**src/hib_defines.svh**
```systemverilog
// offsets, field positions, reset values and timing counts for the hibernation manager
`ifndef HIB_DEFINES_SVH
`define HIB_DEFINES_SVH
// register word indices on the avalon address
`define CTRL_IDX      4'h0
`define HIBCFG_IDX    4'h1
`define LIMITS_IDX    4'h2
`define STATUS_IDX    4'h3
`define NBRSEL_IDX    4'h4
`define NBRINFO_IDX   4'h5
// ctrl fields
`define CTRL_ANCHOR   0
`define CTRL_START    1
`define CTRL_WAKE     2
// field positions inside 32-bit words
`define LO8           7:0
`define HI8           15:8
`define B2            23:16
`define B3            31:24
// reset values
`define LOST_RST      8'h03
`define PROT_RST      8'h04
`define CFG_RST       16'h0000
// superframes left when beacon scanning starts; the scan runs this many plus one before own wake
`define SCAN_SF       8'h02
`endif

```
**src/hib_pkg.sv**
```systemverilog
// types shared by the hibernation manager and its users
`default_nettype none
package hib_pkg;
   // one-hot own power-management mode
   typedef enum logic [3:0] {
      ST_ACTIVE = 4'b0001,
      ST_ANNOUNCE = 4'b0010,
      ST_HIBERNATE = 4'b0100,
      ST_SCAN = 4'b1000
   } own_state_e;
   typedef logic [2:0] nbr_idx_t;
   // one received neighbour beacon, pulsed for one cycle
   typedef struct packed {
      logic     valid;
      nbr_idx_t src;
      logic     has_hib_ie;
      logic [7:0] countdown;
      logic [7:0] duration;
   } rx_beacon_s;
   // hibernation element to place in our own beacon
   typedef struct packed {
      logic       present;
      logic [7:0] countdown;
      logic [7:0] duration;
   } hib_ie_s;
endpackage : hib_pkg
`default_nettype wire

```
**src/hibernation_mode_manager.sv**
```systemverilog
// hibernation mode manager: own hibernation, neighbour tracking, anchor table
`default_nettype none
`include "hib_defines.svh"
module hibernation_mode_manager
   import hib_pkg::*;
(
   // clock and reset
   input  wire logic             mclk,
   input  wire logic             rst_n,
   // avalon-mm slave
   input  wire logic [3:0]       address,
   input  wire logic             read,
   input  wire logic             write,
   input  wire logic [31:0]      writedata,
   output logic [31:0]           readdata,
   output logic                  waitrequest,
   // superframe timing
   input  wire logic             sf_start,
   input  wire logic             beacon_period_window,
   input  wire logic             beacon_tx_done,
   // received beacons and slot status
   input  wire hib_pkg::rx_beacon_s rx_beacon,
   input  wire logic             former_slot_free,
   // own beacon content and transmit gating
   output hib_pkg::hib_ie_s      hib_ie,
   output logic                  tx_allowed,
   output logic                  bp_scan,
   output logic                  release_reservations,
   output logic                  reuse_slot,
   output logic                  acquire_new_slot,
   output logic                  anchor_capable,
   output logic                  anchor_ie_present,
   output logic [7:0]            anchor_entry_valid,
   // per-neighbour status
   output logic [7:0]            nbr_hibernating,
   output logic [7:0]            nbr_resv_ended,
   output logic [7:0]            unicast_hold,
   output logic [7:0]            mcast_copy_keep,
   output logic [7:0]            slot_hold,
   output logic [7:0]            slot_advertise
);
   ////////////////////////////////////////////////////////////////////////
   // helpers
   // saturating decrement, used by every countdown
   function automatic logic [7:0] dec8(input logic [7:0] v);
      dec8 = (v == 8'h00) ? 8'h00 : v - 8'h01;
   endfunction : dec8

   ////////////////////////////////////////////////////////////////////////
   // register bus
   logic        ack_reg;          // second cycle of an access
   logic [31:0] rdata_reg;        // registered read data
   logic        anchor_reg;       // anchor role enabled
   logic [15:0] cfg_reg;          // countdown and duration to announce
   logic [7:0]  lost_reg;         // lost-beacon limit
   logic [7:0]  prot_reg;         // slot-protection limit
   nbr_idx_t    sel_reg;          // neighbour shown in info word
   logic        refused_reg;      // last start refused (zero duration)
   wire  req    = read | write;
   wire  wr_acc = write & ack_reg; // write lands where waitrequest is low
   wire  hit_ctrl = address == `CTRL_IDX;
   wire  hit_cfg  = address == `HIBCFG_IDX;
   wire  hit_lim  = address == `LIMITS_IDX;
   wire  hit_sel  = address == `NBRSEL_IDX;
   wire  start_wr = wr_acc & hit_ctrl & writedata[`CTRL_START];
   wire  wake_wr  = wr_acc & hit_ctrl & writedata[`CTRL_WAKE];
   // one wait cycle per access: request seen, then answered
   assign waitrequest = req & ~ack_reg;
   assign readdata    = rdata_reg;

   // access phase tracker
   always_ff @(posedge mclk or negedge rst_n) begin
      if (!rst_n) begin
         ack_reg <= 1'b0;
      end else begin
         ack_reg <= req & ~ack_reg;
      end
   end

   // software-writable configuration
   always_ff @(posedge mclk or negedge rst_n) begin
      if (!rst_n) begin
         anchor_reg <= 1'b0;
         cfg_reg    <= `CFG_RST;
         lost_reg   <= `LOST_RST;
         prot_reg   <= `PROT_RST;
         sel_reg    <= 3'h0;
      end else if (wr_acc) begin
         if (hit_ctrl) begin
            anchor_reg <= writedata[`CTRL_ANCHOR];
         end else if (hit_cfg) begin
            cfg_reg <= writedata[15:0];
         end else if (hit_lim) begin
            lost_reg <= writedata[`LO8];
            prot_reg <= writedata[`HI8];
         end else if (hit_sel) begin
            sel_reg <= writedata[2:0];
         end
      end
   end

   ////////////////////////////////////////////////////////////////////////
   // own hibernation state machine
   own_state_e st_reg, st_next;
   logic [7:0] cd_reg, cd_next;     // announced countdown
   logic [7:0] left_reg, left_next; // superframes of hibernation left
   // zero duration is refused: the element must carry a non-zero length
   wire start_ok  = start_wr & (cfg_reg[`HI8] != 8'h00) & (st_reg == ST_ACTIVE);
   wire start_bad = start_wr & (cfg_reg[`HI8] == 8'h00);
   wire wake_now  = st_next == ST_ACTIVE & (st_reg == ST_HIBERNATE | st_reg == ST_SCAN);

   // next-state decision
   always_comb begin
      st_next   = st_reg;
      cd_next   = cd_reg;
      left_next = left_reg;
      case (st_reg)
         ST_ACTIVE: begin
            if (start_ok) begin
               st_next = ST_ANNOUNCE;
               cd_next = cfg_reg[`LO8];
            end
         end
         ST_ANNOUNCE: begin
            if (sf_start) begin
               if (cd_reg == 8'h00) begin
                  st_next   = ST_HIBERNATE;
                  left_next = cfg_reg[`HI8];
               end else begin
                  cd_next = dec8(cd_reg);
               end
            end
         end
         ST_HIBERNATE: begin
            if (wake_wr) begin
               st_next = ST_ACTIVE;
            end else if (sf_start) begin
               left_next = dec8(left_reg);
               // listen to beacons in the final superframes
               if (dec8(left_reg) <= `SCAN_SF) begin
                  st_next = ST_SCAN;
               end
            end
         end
         ST_SCAN: begin
            if (wake_wr) begin
               st_next = ST_ACTIVE;
            end else if (sf_start) begin
               left_next = dec8(left_reg);
               if (left_reg == 8'h00) begin
                  st_next = ST_ACTIVE;
               end
            end
         end
         default: begin
            st_next = ST_ACTIVE;
         end
      endcase
   end

   // own state registers and slot decision on wake
   always_ff @(posedge mclk or negedge rst_n) begin
      if (!rst_n) begin
         st_reg           <= ST_ACTIVE;
         cd_reg           <= 8'h00;
         left_reg         <= 8'h00;
         refused_reg      <= 1'b0;
         reuse_slot       <= 1'b0;
         acquire_new_slot <= 1'b0;
      end else begin
         st_reg   <= st_next;
         cd_reg   <= cd_next;
         left_reg <= left_next;
         if (start_wr) begin
            refused_reg <= start_bad;
         end
         // one-cycle pulses telling the beacon logic which slot to use
         reuse_slot       <= wake_now & former_slot_free;
         acquire_new_slot <= wake_now & ~former_slot_free;
      end
   end

   // reservations released one superframe ahead of silence
   always_ff @(posedge mclk or negedge rst_n) begin
      if (!rst_n) begin
         release_reservations <= 1'b0;
      end else begin
         release_reservations <= (start_ok & cfg_reg[`LO8] == 8'h00)
            | (st_reg == ST_ANNOUNCE & sf_start & cd_reg == 8'h01);
      end
   end

   // own beacon element and transmit gating
   assign hib_ie.present   = st_reg == ST_ANNOUNCE;
   assign hib_ie.countdown = cd_reg;
   assign hib_ie.duration  = cfg_reg[`HI8];
   // silent in hibernation and during the resync scan
   assign tx_allowed = st_reg == ST_ACTIVE | st_reg == ST_ANNOUNCE;
   assign bp_scan    = st_reg == ST_SCAN & beacon_period_window;

   ////////////////////////////////////////////////////////////////////////
   // neighbour table, one entry per neighbour index
   logic [7:0] ann_reg;        // hibernation announced, not yet begun
   logic [7:0] near_reg;       // countdown seen at or below the limit
   logic [7:0] hib_reg;        // neighbour is hibernating
   logic [7:0] term_reg;       // reservations ended pulse
   logic [7:0] ncd_reg  [8];   // neighbour countdown
   logic [7:0] ndur_reg [8];   // neighbour duration
   logic [7:0] nleft_reg[8];   // hibernation superframes left
   logic [7:0] prot_cnt [8];   // protection time left after expected wake
   logic [7:0] av_reg;         // anchor entry valid
   logic [7:0] wk_reg   [8];   // anchor wakeup countdown
   wire rx_ie  = rx_beacon.valid & rx_beacon.has_hib_ie;
   wire rx_pln = rx_beacon.valid & ~rx_beacon.has_hib_ie;
   wire rx_zero = rx_beacon.countdown == 8'h00;

   // per-neighbour tracking; a beacon in the same cycle as the superframe
   // strobe wins, because it is the fresher news about that neighbour
   always_ff @(posedge mclk or negedge rst_n) begin
      if (!rst_n) begin
         ann_reg  <= 8'h00;
         near_reg <= 8'h00;
         hib_reg  <= 8'h00;
         term_reg <= 8'h00;
         for (int i = 0; i < 8; i++) begin
            ncd_reg[i]   <= 8'h00;
            ndur_reg[i]  <= 8'h00;
            nleft_reg[i] <= 8'h00;
            prot_cnt[i]  <= 8'h00;
         end
      end else begin
         term_reg <= 8'h00;
         for (int i = 0; i < 8; i++) begin
            if (rx_beacon.valid && rx_beacon.src == 3'(i)) begin
               // heard: protection ends, hibernation over
               hib_reg[i]  <= 1'b0;
               prot_cnt[i] <= 8'h00;
               ann_reg[i]  <= rx_ie;
               near_reg[i] <= rx_ie & (rx_beacon.countdown <= lost_reg);
               ncd_reg[i]  <= rx_beacon.countdown;
               ndur_reg[i] <= rx_beacon.duration;
            end else if (sf_start) begin
               if (ann_reg[i] && ncd_reg[i] == 8'h00) begin
                  // enters hibernation even if later beacons were missed
                  ann_reg[i]   <= 1'b0;
                  hib_reg[i]   <= 1'b1;
                  term_reg[i]  <= 1'b1;
                  nleft_reg[i] <= ndur_reg[i];
               end else if (ann_reg[i]) begin
                  ncd_reg[i] <= dec8(ncd_reg[i]);
               end else if (hib_reg[i]) begin
                  nleft_reg[i] <= dec8(nleft_reg[i]);
                  if (nleft_reg[i] == 8'h00) begin
                     // expected back; hold its slot for a limited time
                     hib_reg[i]  <= 1'b0;
                     prot_cnt[i] <= prot_reg;
                  end
               end else begin
                  prot_cnt[i] <= dec8(prot_cnt[i]);
               end
            end
         end
      end
   end

   // anchor table; a neighbour whose countdown was seen at or below the lost-beacon
   // limit is listed even if the zero countdown beacon itself was lost
   always_ff @(posedge mclk or negedge rst_n) begin
      if (!rst_n) begin
         av_reg <= 8'h00;
         for (int i = 0; i < 8; i++) begin
            wk_reg[i] <= 8'h00;
         end
      end else begin
         for (int i = 0; i < 8; i++) begin
            if (!anchor_reg) begin
               av_reg[i] <= 1'b0;
            end else if (rx_beacon.valid && rx_beacon.src == 3'(i)) begin
               if (rx_ie && rx_zero) begin
                  av_reg[i] <= 1'b1;
                  wk_reg[i] <= rx_beacon.duration;
               end else if (rx_pln) begin
                  av_reg[i] <= 1'b0;
               end
            end else if (beacon_tx_done && av_reg[i] && wk_reg[i] == 8'h00) begin
               av_reg[i] <= 1'b0;
            end else if (sf_start) begin
               if (!av_reg[i] && ann_reg[i] && near_reg[i] && ncd_reg[i] == 8'h00) begin
                  av_reg[i] <= 1'b1;
                  wk_reg[i] <= ndur_reg[i];
               end else if (av_reg[i]) begin
                  wk_reg[i] <= dec8(wk_reg[i]);
               end
            end
         end
      end
   end

   // neighbour status; unicast held and multicast copy kept while asleep
   assign nbr_hibernating = hib_reg;
   assign nbr_resv_ended  = term_reg;
   assign unicast_hold    = hib_reg;
   assign mcast_copy_keep = hib_reg;
   // held as occupied while asleep and during protection
   assign slot_hold = hib_reg | nbr_prot_v;
   // address advertised only while hibernating, even if slot reused
   assign slot_advertise = hib_reg;
   logic [7:0] nbr_prot_v;
   always_comb begin
      for (int i = 0; i < 8; i++) begin
         nbr_prot_v[i] = prot_cnt[i] != 8'h00;
      end
   end

   // anchor element only when it has entries
   assign anchor_capable     = anchor_reg;
   assign anchor_entry_valid = av_reg;
   assign anchor_ie_present  = anchor_reg & |av_reg;

   ////////////////////////////////////////////////////////////////////////
   // read data
   wire [31:0] ctrl_rd   = {31'h0, anchor_reg};
   wire [31:0] cfg_rd    = {16'h0, cfg_reg};
   wire [31:0] lim_rd    = {16'h0, prot_reg, lost_reg};
   wire [31:0] stat_rd   = {av_reg, hib_reg, 3'h0, refused_reg, st_reg, cd_reg};
   wire [31:0] sel_rd    = {29'h0, sel_reg};
   wire [31:0] info_rd   = {prot_cnt[sel_reg], wk_reg[sel_reg],
                            nleft_reg[sel_reg], ncd_reg[sel_reg]};
   logic [31:0] rd_mux;
   // unmapped addresses read as zero
   always_comb begin
      if (address == `CTRL_IDX) begin
         rd_mux = ctrl_rd;
      end else if (address == `HIBCFG_IDX) begin
         rd_mux = cfg_rd;
      end else if (address == `LIMITS_IDX) begin
         rd_mux = lim_rd;
      end else if (address == `STATUS_IDX) begin
         rd_mux = stat_rd;
      end else if (address == `NBRSEL_IDX) begin
         rd_mux = sel_rd;
      end else if (address == `NBRINFO_IDX) begin
         rd_mux = info_rd;
      end else begin
         rd_mux = 32'h0;
      end
   end

   // capture read data in the wait cycle, valid when waitrequest drops
   always_ff @(posedge mclk or negedge rst_n) begin
      if (!rst_n) begin
         rdata_reg <= 32'h0;
      end else if (read & ~ack_reg) begin
         rdata_reg <= rd_mux;
      end
   end
endmodule : hibernation_mode_manager
`default_nettype wire

```
**config.mk**
```make
export PLATFORM = sky130hd
export DESIGN_NAME = hibernation_mode_manager
export DESIGN_NICKNAME = d
export VERILOG_FILES = /design/src/hib_pkg.sv /design/src/hibernation_mode_manager.sv
export VERILOG_INCLUDE_DIRS = /design/src /design/src/src
export SDC_FILE = /design/constraint.sdc
export NUM_CORES = 1
export LEC_CHECK = 0
export BUFFER_PORTS_ARGS = -buffer_cell sky130_fd_sc_hd__buf_2
export CAP_MARGIN = 20
export CORE_MARGIN = 3
export CORE_UTILIZATION = 50
export CTS_CLUSTER_SIZE = 28
export DETAILED_ROUTE_END_ITERATION = 8
export PLACE_DENSITY_LB_ADDON = 0.3
export SLEW_MARGIN = 15
export SYNTH_ARGS = -nofsm -noshare
export SYNTH_HDL_FRONTEND = slang
export SYNTH_SLANG_ARGS = --single-unit
export TNS_END_PERCENT = 1
```
**constraint.sdc**
```tcl
create_clock -name mclk -period 2.9 [get_ports mclk]
set_input_delay 0.145 -clock mclk [delete_from_list [all_inputs] [get_ports mclk]]
set_output_delay 0.145 -clock mclk [all_outputs]
set_load 0.02 [all_outputs]
```
# After elaboration in Yosys (flattened, before gate mapping)
# Cells that the tools add are included.
# W data, S select, Z words.
# word_totals
reg_bits,453
in_bits,65
out_inout_bits,113
elab_cells,840
# classes
n_addsub,34
magnitude_cmp,3
n_eq_ne,104
muxes,353
n_bitwise,40
reduce_logical,219
# ops
cell,n
$mux W8,193
$logic_not A8 Y1,37
$sub A8 B1 Y8 const B,34
$mux W32,6
$mux W1,138
$bmux W8 S3,4
$reduce_and A4 Y1,18
$reduce_bool A8 Y1,9
$reduce_bool A2 Y1,34
$logic_and A1 B1 Y1,57
$ne A2 B1 Y1 const B,26
$reduce_and A3 Y1,17
$reduce_and A5 Y1,10
$ne A3 B1 Y1 const B,16
$ne A2 B2 Y1 const B,20
$mux W4,9
$reduce_and A2 Y1,17
$ne A4 B1 Y1 const B,8
$ne A4 B2 Y1 const B,8
$ne A4 B3 Y1 const B,8
$pmux W8 S2,2
$reduce_bool A3 Y1,8
$and A1 B1 Y1,20
$pmux W4 S4,1
other kinds (20),53

# Logic depth before layout (Yosys ltp)
# Gate-level depths: netlist of run 1.
# depth
word_depth,10
depth_mapped,9
depth_no_buf,7

# Worst setup path after synthesis of run 1
# Ideal clock, no wire load.
# synth_timing
path_kind,register to register
startpoint,register cd_reg[0]
endpoint,register cd_reg[7]
setup_ns,0.121
t_arrival_ns,2.117
required_time_ns,2.779
setup_slack_ns,0.662
stages_incl_launch_ff,9
path_buffers,1
period_less_slack_ns,2.238
cell_sequence,dfrtp_1 > inv_1 > ha_1 > or4b_4 > o21ai_1 > a21oi_4 > and2_1 > buf_2 > a22o_1
# synth_via
elab_chain_len,4
elab_cells_between_ends,7
cone_classes,1 x add/sub; 1 x eq/ne; 3 x mux; 2 x reduce/logical
# synth_rtl
item,line_no,text
start: declaration,hibernation_mode_manager.sv:105,"logic [7:0] cd_reg, cd_next;"
start signal: assignment,hibernation_mode_manager.sv:172,cd_reg <= cd_next;
$sub A8 B1 Y8,hibernation_mode_manager.sv:46,dec8 = (v == 8'h00) ? 8'h00 : v - 8'h01;
$mux W8,hibernation_mode_manager.sv:126,if (cd_reg == 8'h00) begin
$mux W8,hibernation_mode_manager.sv:125,if (sf_start) begin
$pmux W8 S2,hibernation_mode_manager.sv:117,case (st_reg)
# Parallel ways exist; a longest one is shown, timed or not. The select of a mux whose other input is x is not followed.
# A chain may end at the register's enable or synchronous reset.

# Final worst setup path of run 1
# layout_timing
startpoint,register prot_cnt[53] (netlist name)
endpoint,output slot_hold[1]
# layout_via
elab_chain_len,2
# layout_rtl
item,line_no,text
start: declaration,hibernation_mode_manager.sv:210,logic [7:0] prot_cnt [8];
start signal: indexed assignment,hibernation_mode_manager.sv:256,prot_cnt[i] <= prot_reg;
start signal: indexed assignment,hibernation_mode_manager.sv:259,prot_cnt[i] <= dec8(prot_cnt[i]);
$reduce_bool A8 Y1,hibernation_mode_manager.sv:311,nbr_prot_v[i] = prot_cnt[i] != 8'h00;
$or A8 B8 Y8,hibernation_mode_manager.sv:305,assign slot_hold = hib_reg | nbr_prot_v;
end: declaration,hibernation_mode_manager.sv:39,"output logic [7:0] slot_hold,"
# No other way between the ends.

==> impl_results.md, run 1 <==
* Worst hold slack at 0.0416 ns
* Commonest cells after routing, fill and taps aside: dfrtp_1, nand2_1, o21ai_0
* Leakage power at 14.1 nW
* Top FF cell, synth: dfrtp_1
* CTS max path bufs at 3
* # Post-CTS Setup Buffers at 0
* First-pass GRT wire length at 154 mm
* Cts bufs inserted at 51
* CTS H-tree depth at 2
* Max Freq at 373 MHz
* RSZ-0062 raised after global routing: false
* Synth Register Bits at 453
* CP endpoint kind: primary output
* Vias in the first global route at 25400
* 1st-pass router iterations at 6
* Commonest non-fill, non-tap cell in the layout: dfrtp_1
* Total Routing Usage GR at 32.9%
* Seq/Total Area, Yosys at 39.1%
* Overall Power at 32.7 mW
* HP Class: in -> reg
* Simple-gate share of the synthesized area at 21.7%
* Die H at 247 µm
* DIE AREA at 0.0610 mm²
* Ports at 178
* Critical Path AT at 2.54 ns
* Chip Width at 247 µm
* Final #Nets at 3587
* Area after DPL at 0.0308 mm²
* Worst-path maximum fanout at 4
* Post-synth EDFFs at 0
* Critical Path RT at 2.76 ns
* HPWL after detailed placement at 75.2 mm
* WL final at 102 mm
* Reg clk slew, reported paths at 0.06 ns
* Core ar. at 0.0569 mm²
* Critical setup path kind: reg -> out
* CP max-delay cell: or4_1
* Max capacitance violation total at 0
* Post-route setup TNS at 0 ns
* Largest net degree at the start of global routing at 72
* DRC viols at 0
* Gpl congestion at 0.977
* Count of input and output buffers at 161
* Routed wire per std cell at 23.9 µm
* Area delta synth->final at 13.3%
* Hold Fails Final Rpt at 0
* Initial Utilization at 51.0%
* Placed insts at 4138
* CTS sink cnt at 453
* Vias per cell at 6.51
* Pwr dens at 993 mW/mm²
* Worst-Margin Slew at 1.02 ns
* Compound-gate portion of the synthesized area at 22.9%
* Outcome: finished clean
* GRT overflow at 0
* Rel. slew slack at 31.3%
* Design area at 0.0329 mm²
* # rows at 87
* Netlist Area Pre-Place at 0.0290 mm²
* Area share of fa/ha/maj cells after synthesis at 2.24%
* Share of post-route cells with drive strength above 1 at 15.9%
* Initial antenna violation count at 4
* Synth async-reset ratio at 100%
* Worst setup SP type: register
* CTS tree: built
* Final Cycle Share at 92.5%
* Peak VDD IR at 0.659 mV
* Final min period at 2.68 ns
* 1st-iter DRT viols at 3216
* Library cells used by synthesis at 108
* Mux cell area share after synthesis at 7.25%
* Vias post-DR at 27800
* Critical Path, Cell by Cell: or4_1 -> nor4b_1 -> nand2b_1 -> buf_2
* XOR/XNOR share of the synthesized area at 1.09%
* Syn_nets at 3451
* Worst-Skew Late Latency at 0.62 ns
* Post-route ant nets at 0
* Slowest cell delay on critical path at 0.60 ns
* Avg Inst Size Synth at 8.71 µm²
* Final setup viols at 0
* Cells after Synth at 3334
* # fillers at 4992
* Slew Viols, Final at 0
* Fin cells at 4267
* CTS Root Cell: clkbuf_16
* Synth Warn # at 0
* Skew final at 0.0353 ns
* Main combinational cell family by area after synthesis: compound AO/OA/AOI/OAI gates
==> through the flow <==
stage | util (%) | setup slack [ns]
after floorplan | - | 0.662
after global placement | 54.2 | 0.374
after detailed placement | 54.2 | 0.314
after CTS | 57.7 | 0.0565
after global routing | 57.8 | 0.0516
final | 57.8 | 0.218
==> final timing paths <==
check	from	end	slack [ns]	cells past startpoint
setup reg to reg	cd_reg[1]	left_reg[7]	0.22	7
min in group asynchronous	rst_n	prot_cnt[56]	0.13	2
hold / removal	rx_beacon[12]	ncd_reg[12]	0.04	4
setup / recovery	prot_cnt[53]	slot_hold[1]	0.22	4
hold reg to reg	ndur_reg[5]	ndur_reg[5]	0.48	2
max in group asynchronous	rst_n	prot_reg[2]	1.76	3
==> what timing repair did <==
action	CTS	global route
resized for setup	0	1
hold buffers	33	0
setup endpoints to repair	0	1
hold endpoints to repair	197	0
==> per-layer routing <==
metal  track usage [%]  share of wire [%]  wire, µm
met1              45.4                 41     41800
met2              47.7                 42     43200
met3              9.01                 11     11400
met4              16.1                5.5      5580
met5                 0              0.013        13
==> where the power goes <==
| group | internal (mW) | switching, mW |
|---|---|---|
| combinational | 5.97 | 8.14 |
| sequential | 8.34 | 3.53 |
| clock | 3.86 | 2.82 |
==> area by class of cell <==
type | instances | area (µm²) | share of cell area, %
Antenna cell | 1 | 2.50 | 0.00761
Clock buffer | 74 | 1500 | 4.57
Clock inverter | 19 | 198 | 0.601
Inverter | 136 | 512 | 1.56
Multi-Input combinational cell | 2494 | 16100 | 48.9
Sequential cell | 453 | 11300 | 34.5
Tap cell | 756 | 946 | 2.88
Timing Repair Buffer | 334 | 2310 | 7.04
==> cells in the mapped netlist, drive strengths merged (13+ instances only) <==
master | instances | area share, %
mux2i | 54 | 1.9
nor3 | 121 | 2.1
o31ai | 30 | 0.81
mux2 | 51 | 2.0
a31oi | 59 | 1.3
nor2 | 234 | 3.1
or3 | 41 | 0.88
o22ai | 34 | 0.73
a22oi | 40 | 1.0
buf | 114 | 2.3
nand2b | 35 | 0.75
or4 | 29 | 0.78
o21ai | 380 | 6.5
nand4 | 19 | 0.43
nor4b | 13 | 0.46
a21oi | 193 | 3.4
or2 | 14 | 0.30
a2bb2oi | 13 | 0.39
a22o | 43 | 1.3
nand2 | 421 | 5.5
mux4 | 44 | 3.4
nor2b | 24 | 0.52
a211oi | 18 | 0.47
dfrtp | 449 | 39
nor3b | 26 | 0.71
o2bb2ai | 16 | 0.48
a32oi | 25 | 0.75
a21o | 22 | 0.57
nand3 | 63 | 1.1
o31a | 19 | 0.57
nor4 | 69 | 2.0
and3 | 19 | 0.41
o221ai | 13 | 0.39
inv | 134 | 1.7
or3b | 16 | 0.48
xor2 | 18 | 0.54
and2 | 19 | 0.41
xnor2 | 18 | 0.54
ha | 52 | 2.2
o211ai | 28 | 0.72
clkbuf | 137 | 1.8
==> kinds of logic (layout without fill, tap and decap cells) <==
logic type	after synthesis	count (layout)
simple gates	1218	1218
compound gates	1039	1039
xor+xnor	36	36
fa+ha+maj	52	52
other cells	0	1
mux	149	149
buf+inv	387	563
flops	453	453
==> critical path, delay by kind of cell (launching register included) <==
family                 cells  cell delay [ns]
DFF                        1             0.43
buffers and inverters      1             0.21
and+or+nand+nor            3             1.30
No activity file was read; power rests on OpenSTA's default activity.
==> inputs of run 2 (changes only) <==
--- a/config.mk
+++ b/config.mk
@@ -12,7 +12,8 @@
 export CORE_UTILIZATION = 50
 export CTS_CLUSTER_SIZE = 28
 export DETAILED_ROUTE_END_ITERATION = 8
-export PLACE_DENSITY_LB_ADDON = 0.3
+export GPL_TIMING_DRIVEN = 0
+export PLACE_DENSITY_LB_ADDON = 0.2
 export SLEW_MARGIN = 15
 export SYNTH_ARGS = -nofsm -noshare
 export SYNTH_HDL_FRONTEND = slang
==> impl_results.md, run 2 (same netlist as run 1, synthesis figures left out) <==
* Critical Path RT at 3.38 ns (was 2.76 ns)
* Critical Path, Cell by Cell: clkbuf_2 -> inv_1 -> a21oi_2 -> buf_4 -> and2_0 -> clkbuf_1 -> a21oi_1 -> a2bb2oi_1 (was or4_1 -> nor4b_1 -> nand2b_1 -> buf_2)
* Cts bufs inserted at 54 (was 51)
* Gpl congestion at 1.00 (was 0.977)
* Commonest non-fill, non-tap cell in the layout: dfrtp_1 (unchanged)
* Ports at 178 (unchanged)
* Reg clk slew, reported paths at 0.06 ns (about the same)
* GRT overflow at 0 (unchanged)
* Share of post-route cells with drive strength above 1 at 14.5% (was 15.9%)
* Worst hold slack at -0.00240 ns (was 0.0416 ns)
* Routed wire per std cell at 26.1 µm (was 23.9 µm)
* CTS tree: built (unchanged)
* CTS Root Cell: clkbuf_16 (unchanged)
* Vias per cell at 6.62 (was 6.51)
* Worst-path maximum fanout at 10 (was 4)
* HP Class: in -> async (was in -> reg)
* Rel. slew slack at 15.7% (was 31.3%)
* Switching share of power at 45.0% (was 44.4%)
* Initial antenna violation count at 3 (was 4)
* Core ar. at 0.0569 mm² (unchanged)
* First-pass GRT wire length at 168 mm (was 154 mm)
* CP endpoint kind: register (was primary output)
* Chip Width at 247 µm (unchanged)
* 1st-iter DRT viols at 4094 (was 3216)
* Pwr dens at 1020 mW/mm² (was 993 mW/mm²)
* Skew final at 0.0285 ns (was 0.0353 ns)
* Total Routing Usage GR at 36.8% (was 32.9%)
* Die H at 247 µm (unchanged)
* Switching power at 15.3 mW (was 14.5 mW)
* Combinational power share at 44.0% (was 43.2%)
* DIE AREA at 0.0610 mm² (unchanged)
* Slew Viols, Final at 0 (unchanged)
* Commonest cells after routing, fill and taps aside: dfrtp_1, nand2_1, o21ai_0 (unchanged)
* CTS sink cnt at 453 (unchanged)
* Initial Utilization at 51.0% (unchanged)
* CTS max path bufs at 3 (unchanged)
* Critical setup path kind: reg -> reg (was reg -> out)
* # rows at 87 (unchanged)
* Pint at 18.7 mW (was 18.2 mW)
* Vias in the first global route at 26100 (was 25400)
* RSZ-0062 raised after global routing: true (was false)
* Failing checks: hold timing, setup timing
* WL final at 114 mm (was 102 mm)
* Final setup viols at 6 (was 0)
* 1st-pass router iterations at 7 (was 6)
* Fin cells at 4376 (was 4267)
* HPWL after detailed placement at 84.8 mm (was 75.2 mm)
* Final Cycle Share at 106% (was 92.5%)
* Worst-Margin Slew at 1.26 ns (was 1.02 ns)
* Placed insts at 4250 (was 4138)
* Largest net degree at the start of global routing at 101 (was 72)
* DRC viols at 0 (unchanged)
* Post-route setup slack at -0.169 ns (was 0.218 ns)
* Clock power share at 21.4% (was 20.5%)
* Vias post-DR at 29000 (was 27800)
* Hold Fails Final Rpt at 1 (was 0)
* Slowest cell delay on critical path at 0.54 ns (was 0.60 ns)
* Final #Nets at 3694 (was 3587)
* Max capacitance violation total at 0 (unchanged)
* Max Freq at 326 MHz (was 373 MHz)
* Final core utilization at 58.2% (was 57.8%)
* Final min period at 3.07 ns (was 2.68 ns)
* Post-route setup TNS at -0.756 ns (was 0 ns)
* Peak VDD IR at 0.514 mV (was 0.659 mV)
* CTS H-tree depth at 2 (unchanged)
* Count of input and output buffers at 151 (was 161)
* Leakage power at 14.1 nW (about the same)
* Outcome: complete, but fails checks (was finished clean)
* Seq pwr share at 34.6% (was 36.3%)
* Worst-Skew Late Latency at 0.64 ns (was 0.62 ns)
* CP max-delay cell: dfrtp_1 (was or4_1)
* Worst setup SP type: register (unchanged)
* Post-route ant nets at 0 (unchanged)
* Critical Path AT at 3.55 ns (was 2.54 ns)
* Area delta synth->final at 14.0% (was 13.3%)
-- run 2: changes by cell type in the layout (fill, tap and decap cells not counted), sizes merged --
| cell | previous run | this run |
|---|---|---|
| clkbuf | 75 | 215 |
| clkinvlp | 5 | 1 |
| dlygate4sd3 | 33 | 26 |
| bufinv | 3 | 6 |
| buf | 300 | 273 |
| inv | 135 | 134 |
| clkinv | 12 | 16 |
| diode | 1 | 2 |
-- run 2: path summary, 6_finish.rpt --
path                                 from                     to  slack (ns)  cells after the start
hold reg to reg              readdata[12]           readdata[12]        0.49                      2
min in group mclk              address[3]            readdata[1]        0.06                      4
hold / removal                      rst_n           prot_cnt[54]      -0.002                      2
max in group asynchronous           rst_n             wk_reg[16]        1.27                      5
setup reg to reg           anchor_capable  anchor_entry_valid[2]       -0.17                      8
setup / recovery           anchor_capable  anchor_entry_valid[2]       -0.17                      8
-- run 2: worst max-delay path, delay by kind of cell, from the launching register on --
kind	cells	cell delay [ns]
buffers and inverters	4	1.48
AOI/OAI and AO/OA	3	0.74
DFF	1	0.54
and+or+nand+nor	1	0.14
-- run 2: stage by stage --
stage	worst slack [ns]	power, mW	area (µm²)
CTS	0.0326	33.4	33100
global placement	-7.82	25.9	30700
detailed placement	-0.529	26.0	30900
floorplan	0.662	20.9	29000
finish	-0.169	33.9	33100
global route	-0.0849	35.7	33100
-- run 2: timing repair --
item                       4_1_cts  5_1_grt
hold endpoints to repair       237        0
setup buffers                    0        0
hold buffers                    26        0
setup endpoints to repair       28       26
resized for setup                5        6
-- run 2: layout make-up --
cell class | instances | area, µm²
antenna | 2 | 5.00
buffer | 251 | 1190
clock buffer | 76 | 1590
clock inverter | 21 | 280
fill | 5088 | 23800
inverter | 136 | 512
multi-input combinational | 2494 | 16000
sequential | 453 | 11300
tap | 756 | 946
timing repair buffer | 187 | 1220
-- run 2: power groups by stage --
stage | sequential (mW) | clock [mW] | combinational (mW)
floorplan | 10.5 | 0 | 10.4
global placement | 11.6 | 0 | 14.2
detailed placement | 11.6 | 0 | 14.4
CTS | 11.6 | 7.30 | 14.5
global route | 11.9 | 7.55 | 16.2
finish | 11.7 | 7.24 | 14.9
-- run 2: metal layers --
layer | up-vias | GRT usage (%) | part of all wire, %
met2 | 1810 | 53.2 | 42
met3 | 320 | 9.56 | 12
li1 | 12800 | - | -
met5 | - | 0 | 0.011
met1 | 14000 | 50.9 | 40
met4 | 2 | 18.7 | 6.0
